--- config.mk ---
export PLATFORM = sky130hd
export DESIGN_NAME = eprom_programmer
export DESIGN_NICKNAME = d
export VERILOG_FILES = /design/src/common/eprom_prog_pkg.sv /design/src/rtl/eprom_programmer.sv
export SDC_FILE = /design/constraint.sdc
export NUM_CORES = 1
export LEC_CHECK = 0
export ABC_AREA = 0
export BUFFER_PORTS_ARGS = -buffer_cell sky130_fd_sc_hd__buf_2
export CORE_MARGIN = 2
export CORE_UTILIZATION = 50
export CTS_CLUSTER_DIAMETER = 200
export DETAILED_ROUTE_END_ITERATION = 16
export GPL_ROUTABILITY_DRIVEN = 1
export PLACE_DENSITY_LB_ADDON = 0.2
export SYNTH_ARGS = -nofsm -noshare
export SYNTH_HDL_FRONTEND = slang
export SYNTH_SLANG_ARGS = --single-unit
--- constraint.sdc ---
create_clock -name clock -period 2.32 [get_ports clock]
set_input_delay 0.116 -clock clock [delete_from_list [all_inputs] [get_ports clock]]
set_output_delay 0.116 -clock clock [all_outputs]
set_load 0.02 [all_outputs]
--- src/common/eprom_prog_pkg.sv ---
// constants for the host-side programmer of a 16-bit-wide eprom
// assumes a 250 MHz system clock; supply switches are external, driven by enables
package eprom_prog_pkg;
	localparam int ADDR_W = 17;
	localparam int DATA_W = 16;
	localparam int CLK_MHZ = 250;
	// times in ns, as printed
	localparam int T_AS_NS = 2000;
	localparam int T_DS_NS = 2000;
	localparam int T_DH_NS = 2000;
	localparam int T_VS_NS = 2000;
	localparam int T_OE_NS = 55;
	localparam int T_DF_NS = 55;
	localparam int T_PW_NS = 100000;
	// every time rounds up to whole cycles
	localparam int C_AS = (T_AS_NS * CLK_MHZ + 999) / 1000;
	localparam int C_DS = (T_DS_NS * CLK_MHZ + 999) / 1000;
	localparam int C_DH = (T_DH_NS * CLK_MHZ + 999) / 1000;
	localparam int C_VS = (T_VS_NS * CLK_MHZ + 999) / 1000;
	localparam int C_OE = (T_OE_NS * CLK_MHZ + 999) / 1000;
	localparam int C_DF = (T_DF_NS * CLK_MHZ + 999) / 1000;
	localparam int C_PW = (T_PW_NS * CLK_MHZ + 999) / 1000;
	localparam int CNT_W = 16;
	localparam logic [CNT_W-1:0] CNT_ZERO = 16'h0000;
	localparam logic [CNT_W-1:0] CNT_ONE = 16'h0001;
	localparam int ID_LINE_BIT = 9;
	localparam int ID_KIND_BIT = 0;
	localparam logic [ADDR_W-1:0] ADDR_ZERO = 17'h0_0000;
	localparam logic [DATA_W-1:0] DATA_ZERO = 16'h0000;
	localparam logic [1:0] CMD_READ = 2'h0;
	localparam logic [1:0] CMD_PROG = 2'h1;
	localparam logic [1:0] CMD_ID = 2'h2;
	localparam logic [1:0] CMD_PWR_DOWN = 2'h3;
	typedef enum logic [3:0] {
		ST_OFF = 4'h0,
		ST_VCC_UP = 4'h1,
		ST_IDLE = 4'h3,
		ST_SETUP = 4'h2,
		ST_PULSE = 4'h6,
		ST_HOLD = 4'h7,
		ST_VERIFY = 4'h5,
		ST_FLOAT = 4'h4,
		ST_READ = 4'hc,
		ST_VPP_DN = 4'hd
	} state_type;
endpackage : eprom_prog_pkg

--- src/rtl/eprom_programmer.sv ---
// host-side controller that sequences supplies and pins of a 16-bit eprom
// assumes supply switches follow the enables; data pins are three signals each
//
// Contract
// - with chip and output enable low, the memory drives the addressed word.
// - core at 5 V for reading, raised to 6.2 V while programming and verifying.
// - identifier read puts identifier line at high voltage, kind bit selects code.
// - core supply rises no later and falls no earlier than programming supply.
// - never switch programming supply while chip enable and strobe are low.
// - program strobe is high before programming supply is applied.
`timescale 1ns/1ps
module eprom_programmer
	import eprom_prog_pkg::*;
(
	// system
	input  wire logic              clock,
	input  wire logic              rst_n,
	// user commands
	input  wire logic              cmd_valid,
	input  wire logic [1:0]        cmd_op,
	input  wire logic [ADDR_W-1:0] cmd_addr,
	input  wire logic [DATA_W-1:0] cmd_data,
	output logic                   cmd_ready,
	output logic                   rsp_valid,
	output logic [DATA_W-1:0]      rsp_data,
	output logic                   rsp_match,
	// memory pins
	output logic                   chip_enable_n,
	output logic                   output_enable_n,
	output logic                   program_strobe_n,
	output logic [ADDR_W-1:0]      mem_addr,
	output logic                   identifier_select_hv,
	output logic [DATA_W-1:0]      mem_data_out,
	output logic                   mem_data_oe,
	input  wire logic [DATA_W-1:0] mem_data_in,
	// supply switches
	output logic                   vcc_on,
	output logic                   vcc_high,
	output logic                   vpp_high
);
	state_type         st_r, st_nxt;
	logic [CNT_W-1:0]  cnt_r, cnt_nxt;
	logic [1:0]        op_r, op_nxt;
	logic              ce_n_r, ce_n_nxt, oe_n_r, oe_n_nxt, pg_n_r, pg_n_nxt;
	logic [ADDR_W-1:0] addr_r, addr_nxt;
	logic [DATA_W-1:0] dout_r, dout_nxt;
	logic              doe_r, doe_nxt, hv_r, hv_nxt;
	logic              vcc_r, vcc_nxt, vcch_r, vcch_nxt, vpp_r, vpp_nxt;
	logic              rdy_r, rdy_nxt, rv_r, rv_nxt, rm_r, rm_nxt;
	logic [DATA_W-1:0] rd_r, rd_nxt;
	logic              cnt_done;

	assign cnt_done = (cnt_r == CNT_ZERO);

	always_comb begin
		st_nxt = st_r;
		cnt_nxt = cnt_done ? CNT_ZERO : cnt_r - CNT_ONE;
		op_nxt = op_r;
		ce_n_nxt = ce_n_r;
		oe_n_nxt = oe_n_r;
		pg_n_nxt = pg_n_r;
		addr_nxt = addr_r;
		dout_nxt = dout_r;
		doe_nxt = doe_r;
		hv_nxt = hv_r;
		vcc_nxt = vcc_r;
		vcch_nxt = vcch_r;
		vpp_nxt = vpp_r;
		rdy_nxt = 1'b0;
		rv_nxt = 1'b0;
		rm_nxt = rm_r;
		rd_nxt = rd_r;
		case (st_r)
			ST_OFF: begin
				// strobe held high before any programming supply
				pg_n_nxt = 1'b1;
				ce_n_nxt = 1'b1;
				oe_n_nxt = 1'b1;
				vcc_nxt = 1'b1;
				cnt_nxt = CNT_W'(C_VS);
				st_nxt = ST_VCC_UP;
			end
			ST_VCC_UP: begin
				if (cnt_done) begin
					rdy_nxt = 1'b1;
					st_nxt = ST_IDLE;
				end
			end
			ST_IDLE: begin
				rdy_nxt = 1'b1;
				if (cmd_valid) begin
					rdy_nxt = 1'b0;
					op_nxt = cmd_op;
					addr_nxt = cmd_addr;
					dout_nxt = cmd_data;
					case (cmd_op)
						CMD_PROG: begin
							// core raised in the same cycle as the high programming supply
							vcch_nxt = 1'b1;
							vpp_nxt = 1'b1;
							doe_nxt = 1'b1;
							hv_nxt = 1'b0;
							cnt_nxt = CNT_W'(C_AS);
							st_nxt = ST_SETUP;
						end
						CMD_ID: begin
							// other address lines low, kind bit from the command
							addr_nxt = ADDR_ZERO;
							addr_nxt[ID_KIND_BIT] = cmd_addr[ID_KIND_BIT];
							addr_nxt[ID_LINE_BIT] = 1'b0;
							hv_nxt = 1'b1;
							cnt_nxt = CNT_W'(C_AS);
							st_nxt = ST_SETUP;
						end
						CMD_PWR_DOWN: begin
							// programming supply off before core
							vpp_nxt = 1'b0;
							cnt_nxt = CNT_W'(C_VS);
							st_nxt = ST_VPP_DN;
						end
						default: begin
							hv_nxt = 1'b0;
							cnt_nxt = CNT_W'(C_AS);
							st_nxt = ST_SETUP;
						end
					endcase
				end
			end
			ST_SETUP: begin
				// programming supply is settled before the strobe falls
				if (cnt_done) begin
					if (op_r == CMD_PROG) begin
						ce_n_nxt = 1'b0;
						oe_n_nxt = 1'b1;
						pg_n_nxt = 1'b0;
						cnt_nxt = CNT_W'(C_PW);
						st_nxt = ST_PULSE;
					end else begin
						ce_n_nxt = 1'b0;
						oe_n_nxt = 1'b0;
						cnt_nxt = CNT_W'(C_OE);
						st_nxt = ST_READ;
					end
				end
			end
			ST_PULSE: begin
				// supplies untouched while chip enable and strobe are low
				if (cnt_done) begin
					pg_n_nxt = 1'b1;
					cnt_nxt = CNT_W'(C_DH);
					st_nxt = ST_HOLD;
				end
			end
			ST_HOLD: begin
				if (cnt_done) begin
					doe_nxt = 1'b0;
					oe_n_nxt = 1'b0;
					cnt_nxt = CNT_W'(C_OE);
					st_nxt = ST_VERIFY;
				end
			end
			ST_VERIFY: begin
				if (cnt_done) begin
					rd_nxt = mem_data_in;
					rm_nxt = (mem_data_in == dout_r);
					rv_nxt = 1'b1;
					oe_n_nxt = 1'b1;
					ce_n_nxt = 1'b1;
					cnt_nxt = CNT_W'(C_DF);
					st_nxt = ST_FLOAT;
				end
			end
			ST_READ: begin
				if (cnt_done) begin
					rd_nxt = mem_data_in;
					rm_nxt = 1'b1;
					rv_nxt = 1'b1;
					oe_n_nxt = 1'b1;
					ce_n_nxt = 1'b1;
					cnt_nxt = CNT_W'(C_DF);
					st_nxt = ST_FLOAT;
				end
			end
			ST_FLOAT: begin
				// drop supplies only once the cycle is over and strobe high
				if (cnt_done) begin
					hv_nxt = 1'b0;
					vpp_nxt = 1'b0;
					vcch_nxt = vpp_r;
					if (!vpp_r) begin
						rdy_nxt = 1'b1;
						st_nxt = ST_IDLE;
					end else begin
						cnt_nxt = CNT_W'(C_VS);
					end
				end
			end
			ST_VPP_DN: begin
				if (cnt_done) begin
					vcch_nxt = 1'b0;
					vcc_nxt = 1'b0;
					st_nxt = ST_VPP_DN;
				end
			end
			default: st_nxt = ST_OFF;
		endcase
	end

	always_ff @(posedge clock) begin
		if (!rst_n) begin
			st_r <= ST_OFF;
			cnt_r <= CNT_ZERO;
			op_r <= CMD_READ;
			ce_n_r <= 1'b1;
			oe_n_r <= 1'b1;
			pg_n_r <= 1'b1;
			addr_r <= ADDR_ZERO;
			dout_r <= DATA_ZERO;
			doe_r <= 1'b0;
			hv_r <= 1'b0;
			vcc_r <= 1'b0;
			vcch_r <= 1'b0;
			vpp_r <= 1'b0;
			rdy_r <= 1'b0;
			rv_r <= 1'b0;
			rm_r <= 1'b0;
			rd_r <= DATA_ZERO;
		end else begin
			st_r <= st_nxt;
			cnt_r <= cnt_nxt;
			op_r <= op_nxt;
			ce_n_r <= ce_n_nxt;
			oe_n_r <= oe_n_nxt;
			pg_n_r <= pg_n_nxt;
			addr_r <= addr_nxt;
			dout_r <= dout_nxt;
			doe_r <= doe_nxt;
			hv_r <= hv_nxt;
			vcc_r <= vcc_nxt;
			vcch_r <= vcch_nxt;
			vpp_r <= vpp_nxt;
			rdy_r <= rdy_nxt;
			rv_r <= rv_nxt;
			rm_r <= rm_nxt;
			rd_r <= rd_nxt;
		end
	end

	assign cmd_ready = rdy_r;
	assign rsp_valid = rv_r;
	assign rsp_data = rd_r;
	assign rsp_match = rm_r;
	assign chip_enable_n = ce_n_r;
	assign output_enable_n = oe_n_r;
	assign program_strobe_n = pg_n_r;
	assign mem_addr = addr_r;
	assign identifier_select_hv = hv_r;
	assign mem_data_out = dout_r;
	assign mem_data_oe = doe_r;
	assign vcc_on = vcc_r;
	assign vcc_high = vcch_r;
	assign vpp_high = vpp_r;
endmodule : eprom_programmer

=== Word level (Yosys, flattened, before mapping) ===
Index checks and enable logic that the tools add are counted.

* Bits in registers: 82
* Input port bits: 54
* Output and inout port bits: 60
* Logic and storage cells: 122

* Add/sub/neg operators: 1
* Eq/ne operators: 29
* Mux-type cells: 50
* Reduce and logical (&&, ||, !) cells: 25

{| class="wikitable"
|+ Operator list
! operator !! number
|-
| $mux 16 || 7
|-
| $pmux 16 s6 || 1
|-
| $mux 4 || 11
|-
| $pmux 4 s9 || 1
|-
| $ne 2x2->1 const B || 12
|-
| $reduce_and 4->1 || 5
|-
| $mux 17 || 1
|-
| $eq 16x16->1 || 1
|-
| $eq 4x3->1 const B || 4
|-
| $logic_not 16->1 || 1
|-
| $mux 1 || 16
|-
| $sub 16x1->16 const B || 1
|-
| $mux 15 || 1
|-
| $pmux 1 s2 || 7
|-
| $pmux 1 s3 || 4
|-
| $reduce_and 9->1 || 1
|-
| $reduce_bool 3->1 || 3
|-
| $eq 4x2->1 const B || 2
|-
| $eq 4x4->1 const B || 2
|-
| $reduce_and 2->1 || 4
|-
| $reduce_bool 2->1 || 4
|-
| $reduce_and 3->1 || 2
|-
| $reduce_and 5->1 || 1
|-
| $eq 2x1->1 const B || 2
|-
| other kinds (9) || 11
|}

=== Longest topological paths before layout ===
Gate-level depths: netlist of run 1.

* Depth after elaboration: 5
* Depth in mapped cells: 9
* Gate-level depth less buffers: 7

=== Worst setup path after synthesis of run 1 ===
OpenSTA, ideal clock, no wires.

* Path type: register to register
* Start point: register cnt_r[13]
* End point: register rd_r[10], in the netlist rsp_data[10]
* Library setup time: 0.136 ns
* Data arrival time: 1.868 ns
* Required time: 2.184 ns
* Slack: 0.316 ns
* Cell stages (with the launch flop): 7
* Path buffers: 2
* Period minus slack after synthesis: 2.004 ns
* Cell sequence: dfxtp_1 -> or4_1 -> or4_1 -> buf_6 -> buf_12 -> nand2_2 -> a21oi_2

* Longest elaborated chain between the ends: 2

{| class="wikitable"
|+ RTL lines
! element !! line !! RTL
|-
| from (decl) || eprom_programmer.sv:42 || <nowiki>logic [CNT_W-1:0] cnt_r, cnt_nxt;</nowiki>
|-
| from (signal assigned) || eprom_programmer.sv:230 || <nowiki>cnt_r <= cnt_nxt;</nowiki>
|-
| $logic_not 16->1 || eprom_programmer.sv:53 || <nowiki>assign cnt_done = (cnt_r == CNT_ZERO);</nowiki>
|-
| $reduce_and 2->1 (no source line) || - ||
|-
| to (signal assigned) || eprom_programmer.sv:245 || <nowiki>rd_r <= rd_nxt;</nowiki>
|-
| to (decl) || eprom_programmer.sv:50 || <nowiki>logic [DATA_W-1:0] rd_r, rd_nxt;</nowiki>
|}

Every way passes these cells.
A chain may end at the register's enable or synchronous reset.

=== Worst setup path in the final report of run 1 ===
* Start point: register cnt_r[0]
* End point: register rd_r[1], in the netlist rsp_data[1]

The elaborated chain is that of the path after synthesis.

==> reports/metrics.yaml, run 1 <==
status: "finished clean"
synth_area_um2: 3865
antenna_found_initial: 0
cellPowerDensity_nw_per_um2: 970.3
required_ns: 2.52
r2r_setup_slack_ns: 0.13
vias: 3809
holdPathStages: 3
postSynthCellCount: 477
h-tree-depth: 3
final_area_um2: 4897
clock_latency_ns: 0.35
r2r-end: "rsp_data[1]$_SDFFE_PN0P_"
grt_start_max_net_pins: 43
fp.coreArea_um2: 7607
min_period_ns: 2.187
hold_path.startpoint: "cmd_addr[8]"
dp_hpwl_um: 7243
cts_made_buffers: 9
crit_arrival_ns: 2.38
crit_type: "register to register"
synthTopCellsByArea: "dfxtp_1, nand2_1, a21oi_1"
synth_flop_cell: "dfxtp_1"
clock_sinks: 82
drt-wirelength-per-cell_um: 14.45
place_area_um2: 4539
max-slew-margin-rel: 0.4840
path_clk_slew_ns: 0.09
p_switching_w: 0.001783
yosysTopAreaCellShare: 0.4247
drc: 0
synth.avg_cell_area_um2: 8.103
grt_pass1_wl_um: 16500
ys_top_cells_by_count: "nand2_1, dfxtp_1, a21oi_1, nor2_1, clkbuf_1"
globalplace.congestion: 0.8542
setup_viol: 0
grt_overflow_total: 0
final.period_utilization: 0.9427
rr_worst_depth: 8
internal_power_w: 0.002969
start_util: 0.5081
ios: 114
p_comb_frac: 0.386
synth_cell_types: 54
drive_above_1_share: 0.2909
drv_slew: 0
hold_path_class: "input port to register"
cts_tree: "done"
cts_buffer_depth: 2
firstDrtPassIters: 5
grt_pass1_vias: 3455
cp_max_fo: 16
track_usage: 0.2394
tns_ns: 0
placementRows: 32
ys_seq_area_frac: 0.4247
ys_warn_count: 0
clockPowerShare: 0.240
cp-end-kind: "register"
drtIter0Drc: 216
ys_ff_latch: 82
insertedDiodeCount: 0
ir_worst_vdd_uv: 574.9
synthToLayoutAreaGrowth_pct: 26.71
wirelength_um: 10220
synth_fp_nets: 532
cts_setup_buffers: 0
fp.dieW_um: 91.92
rsz0062_at_grt: "false"
routed_via_density: 5.388
synth-edff-count: 0
clockRootBuffer: "clkbuf_8"
fin_skew_ns: 0.01030
synth_area_leader_cell: "dfxtp_1"
p_seq_frac: 0.374
io_buffers: 113
switching_share: 0.3751
power.leakage_nw: 1.963
synth.most_common_cell: "nand2_1"
die_h_um: 91.92
ys_async_sr_fraction: 0
antenna_left: 0
nets: 655
fmax_mhz: 457.2
tightestPinTransition_ns: 0.7728
hold_viol_final: 0
dieArea_um2: 8449
reg2reg_from: "cnt_r[0]$_SDFF_PN0_"
start_kind: "register"
cts.repair.resized: 0
min_to: "mem_addr[8]$_SDFFE_PN0P_"
drv_cap: 0
power groups by stage:
stage / logic [W] / clock network, W / registers [W]
final: 0.00183 / 0.00114 / 0.00178
after global routing: 0.00204 / 0.00124 / 0.00180
after CTS: 0.00183 / 0.00117 / 0.00177
after detailed placement: 0.00180 / 0 / 0.00180
after global placement: 0.00177 / 0 / 0.00180
after floorplan: 0.00131 / 0 / 0.00180
critical path, cell delays in order, from the launching register on:
cell and delay, ns:
dfxtp_1 0.33, inv_1 0.06, ha_1 0.19, nor2b_1 0.33, nand4_4 0.19, or4_1 0.54
buf_4 0.24, nand2_1 0.09, a21oi_1 0.06
kinds of logic (layout without fill, tap and decap cells):
kind of cell               count (synthesis)  after routing  share of synthesized area
muxes                                      1              1                   0.002590
and+or+nand+nor                          213            213                     0.2781
xor gates and xnor gates                  30             30                    0.06798
buffers and inverters                     37            165                    0.04273
AOI/OAI and AO/OA                        113            113                     0.1806
adders and majority gates                  1              1                   0.003237
DFF                                       82             82                     0.4247
layer usage:
layer	global-route usage	wire length, um
met5	0	0
met4	0.08458	146
met3	0.04026	703
met2	0.3805	4739
met1	0.3294	4626
cells in the final DEF (no fill, tap or decap), types with 3 or more instances in the layout:
master,synthesis,routed
nand4_1,7,7
a21o_1,4,4
a21oi_1,58,58
nand3_1,19,19
nor4_1,6,6
and2_1,3,3
clkbuf_8,0,9
a311oi_1,3,3
buf_2,2,113
xor2_1,6,6
nor2b_1,5,5
or4_1,3,3
nand2_1,94,94
nor2_1,29,29
o31ai_1,4,4
xnor2_1,24,24
dfxtp_1,82,82
a21oi_2,10,10
a31oi_1,4,4
o211ai_1,3,3
nor3_1,8,8
buf_4,0,17
o21ai_0,12,12
dlygate4sd3_1,0,14
inv_1,5,4
nand2_2,10,10
nand2b_1,9,9
state kept, by name, indices dropped and copies added, names as in the netlist:
name                  count
chip_enable_n             1
cmd_ready                 1
cnt_r                    16
identifier_select_hv      1
mem_addr                 17
mem_data_oe               1
mem_data_out             16
op_r                      2
output_enable_n           1
program_strobe_n          1
rsp_data                 16
rsp_match                 1
rsp_valid                 1
st_r                      4
vcc_high                  1
vcc_on                    1
vpp_high                  1
repair_timing:
item	in CTS	in global routing
setup endpoints to repair	0	0
hold buffers	13	1
hold endpoints to repair	13	1
through the flow:
step	instances	power [W]	util	hold slack [ns]	worst slack [ns]
5_1_grt	707	0.005073	0.6438	0.003205	0.02118
6_report	707	0.004752	0.6438	0.01267	0.1329
4_1_cts	706	0.004766	0.6424	0.0005377	0.1410
3_5_place_dp	677	0.003603	0.5967	0.3642	0.1561
3_3_place_gp	677	0.003568	0.5967	0.3589	0.2574
2_1_floorplan	477	0.003115	-	0.2520	0.3162
layout make-up:
class	instances	area, um2
fillers	660	2710
multi-input cells	358	2058
flip-flops and latches	82	1642
repair buffers	144	833.3
clock buffers	10	127.6
well taps	102	127.6
clock inverters	6	90.09
inverters	5	18.77
worst max-delay path by stage:
stage,start,endpoint,slack (ns),cells past startpoint
final,cnt_r[0]$_SDFF_PN0_,rsp_data[1]$_SDFFE_PN0P_,0.13,8
after global routing,cnt_r[0]$_SDFF_PN0_,rsp_data[1]$_SDFFE_PN0P_,0.02,8
after CTS,cnt_r[0]$_SDFF_PN0_,rsp_data[0]$_SDFFE_PN0P_,0.14,8
after detailed placement,cnt_r[0]$_SDFF_PN0_,rsp_data[0]$_SDFFE_PN0P_,0.16,8
after global placement,cnt_r[0]$_SDFF_PN0_,rsp_data[15]$_SDFFE_PN0P_,0.26,8
after floorplan,cnt_r[13]$_SDFF_PN0_,rsp_data[10]$_SDFFE_PN0P_,0.32,6
Power figures use the tool's default switching activity.
==> run 2: changes to the inputs <==
Settings changed: GPL_TIMING_DRIVEN set to 0.
==> run 2 against run 1 <==
Net effect: via count increased by 2.7%; utilization is 0.95 points lower; global-route usage is 1.8 points higher; die area unchanged; sequential cell count stayed put; non-clock buffer count is 11 higher; power fell by 5.4%; critical endpoint is now rsp_data[13]$_SDFFE_PN0P_; first-iteration DRC count shrank 7.9%; maximum frequency decreased by 3.1%; clock skew is 0.0020 ns lower; hold slack got worse by 0.0030 ns; sequential share of layout area rose by 0.50 points.
==> reports/metrics.yaml, run 2 (synthesized netlist as in run 1, its figures left out) <==
status: "finished clean"
insertedDiodeCount: 0
grt_pass1_wl_um: 17390
dieArea_um2: 8449
tightestPinTransition_ns: 0.7036
global_route.usage.met3: 0.05177
grt_util_met2: 0.4301
clock_sinks: 82
drive_above_1_share: 0.2711
cts_buffer_depth: 2
p_switching_w: 0.001804
drc: 0
start_util: 0.5081
switching_share: 0.4014
placementRows: 32
cellPowerDensity_nw_per_um2: 931.5
cts_tree: "done"
internal_power_w: 0.002690
clock_latency_ns: 0.35
place_ws_ns: 0.04978
path_clk_slew_ns: 0.09
dp.cells: 692
hold_viol_final: 0
p_seq_frac: 0.385
ir_worst_vdd_uv: 649.2
power.leakage_nw: 1.903
fill_cells: 729
firstDrtPassIters: 6
instances_no_fill: 718
grt-busiest-layer: "met2"
fp.coreArea_um2: 7607
setup_viol: 0
h-tree-depth: 3
clockRootBuffer: "clkbuf_8"
seq_area_um2: 1642
drv_slew: 0
drv_cap: 0
synthToLayoutAreaGrowth_pct: 24.83
cts_made_buffers: 9
min_period_ns: 2.257
cp_max_fo: 10
nets: 666
final_common_cell: "buf_2"
postLayoutSetupSlackWorst_ns: 0.06254
drt-wirelength-per-cell_um: 15.09
crit_arrival_ns: 2.47
clockPowerShare: 0.203
fin_skew_ns: 0.008266
wirelength_um: 10840
grt_overflow_total: 0
p_comb_frac: 0.412
grt_pass1_vias: 3542
use_met1: 0.3363
final.period_utilization: 0.9730
final_cell_mix: "buf_2, nand2_1, dfxtp_1, a21oi_1, nor2_1"
fmax_mhz: 443.0
antenna_found_initial: 0
dp_hpwl_um: 8101
routed_via_density: 5.448
cp-end-kind: "register"
vias: 3912
globalplace.congestion: 0.9402
io_buffers: 113
ios: 114
required_ns: 2.53
hold_path_class: "input port to register"
crit_type: "register to register"
rsz0062_at_grt: "true"
drtIter0Drc: 199
multi_input_area_um2: 2058
grt_start_max_net_pins: 15
fp.dieW_um: 91.92
place_area_um2: 4558
max-slew-margin-rel: 0.5309
antenna_left: 0
die_h_um: 91.92
largest_reg_flops: 17
track_usage: 0.2570
final_area_um2: 4825
start_kind: "register"
[run 2: repair_timing]
action / CTS / global route
gates resized for setup: 0 / 6
buffers inserted: 0 / 3
hold endpoints to repair: 5 / 2
endpoints found under the setup margin: 0 / 42
hold buffers: 5 / 2
[run 2: cell type report]
class	count	share of cell area
multi-input combinational	358	0.4266
sequential	82	0.3402
timing repair buffer	123	0.1364
buffer	32	0.03112
clock buffer	11	0.02723
tap	102	0.02645
clock inverter	5	0.008039
inverter	5	0.003890
[run 2: critical path, stage by stage, from the launching register on]
cell and delay [ns]:
dfxtp_1 0.33, inv_1 0.06, ha_1 0.19, nor2b_1 0.38, nand4_4 0.21, or4_1 0.53, buf_6 0.16, buf_12 0.14
nand2_2 0.07, a21oi_2 0.04
[run 2: stage by stage]
| stage | hold slack (ns) | TNS (ns) | total power [W] | util |
|---|---|---|---|---|
| floorplan | 0.2520 | 0 | 0.003115 | - |
| global placement | 0.3608 | 0 | 0.003509 | 0.5992 |
| detailed placement | 0.3669 | 0 | 0.003551 | 0.5992 |
| CTS | 0.00004724 | 0 | 0.004480 | 0.6281 |
| global route | 0.001911 | -0.2998 | 0.004800 | 0.6342 |
| finish | 0.009711 | 0 | 0.004494 | 0.6342 |
[run 2: layer usage]
layer	part of all wire	up-vias
li1	-	1924
met1	0.43	1813
met2	0.48	159
met3	0.079	16
met4	0.013	0
met5	0	-
[run 2: power by group through the flow]
| stage | clock [W] | sequential (W) | combinational (W) |
|---|---|---|---|
| final | 0.000912 | 0.00173 | 0.00185 |
| after global routing | 0.00100 | 0.00175 | 0.00204 |
| after CTS | 0.000930 | 0.00173 | 0.00182 |
| after detailed placement | 0 | 0.00176 | 0.00179 |
| after global placement | 0 | 0.00175 | 0.00176 |
| after floorplan | 0 | 0.00180 | 0.00131 |
[run 2: final timing paths]
| kind | cells past startpoint | from | slack [ns] | end |
|---|---|---|---|---|
| max reg2reg | 9 | cnt_r[0]$_SDFF_PN0_ | 0.06 | rsp_data[13]$_SDFFE_PN0P_ |
| max | 9 | cnt_r[0]$_SDFF_PN0_ | 0.06 | rsp_data[13]$_SDFFE_PN0P_ |
| min | 3 | cmd_addr[0] | 0.01 | mem_addr[0]$_SDFFE_PN0P_ |
| min reg2reg | 2 | mem_addr[16]$_SDFFE_PN0P_ | 0.45 | mem_addr[16]$_SDFFE_PN0P_ |
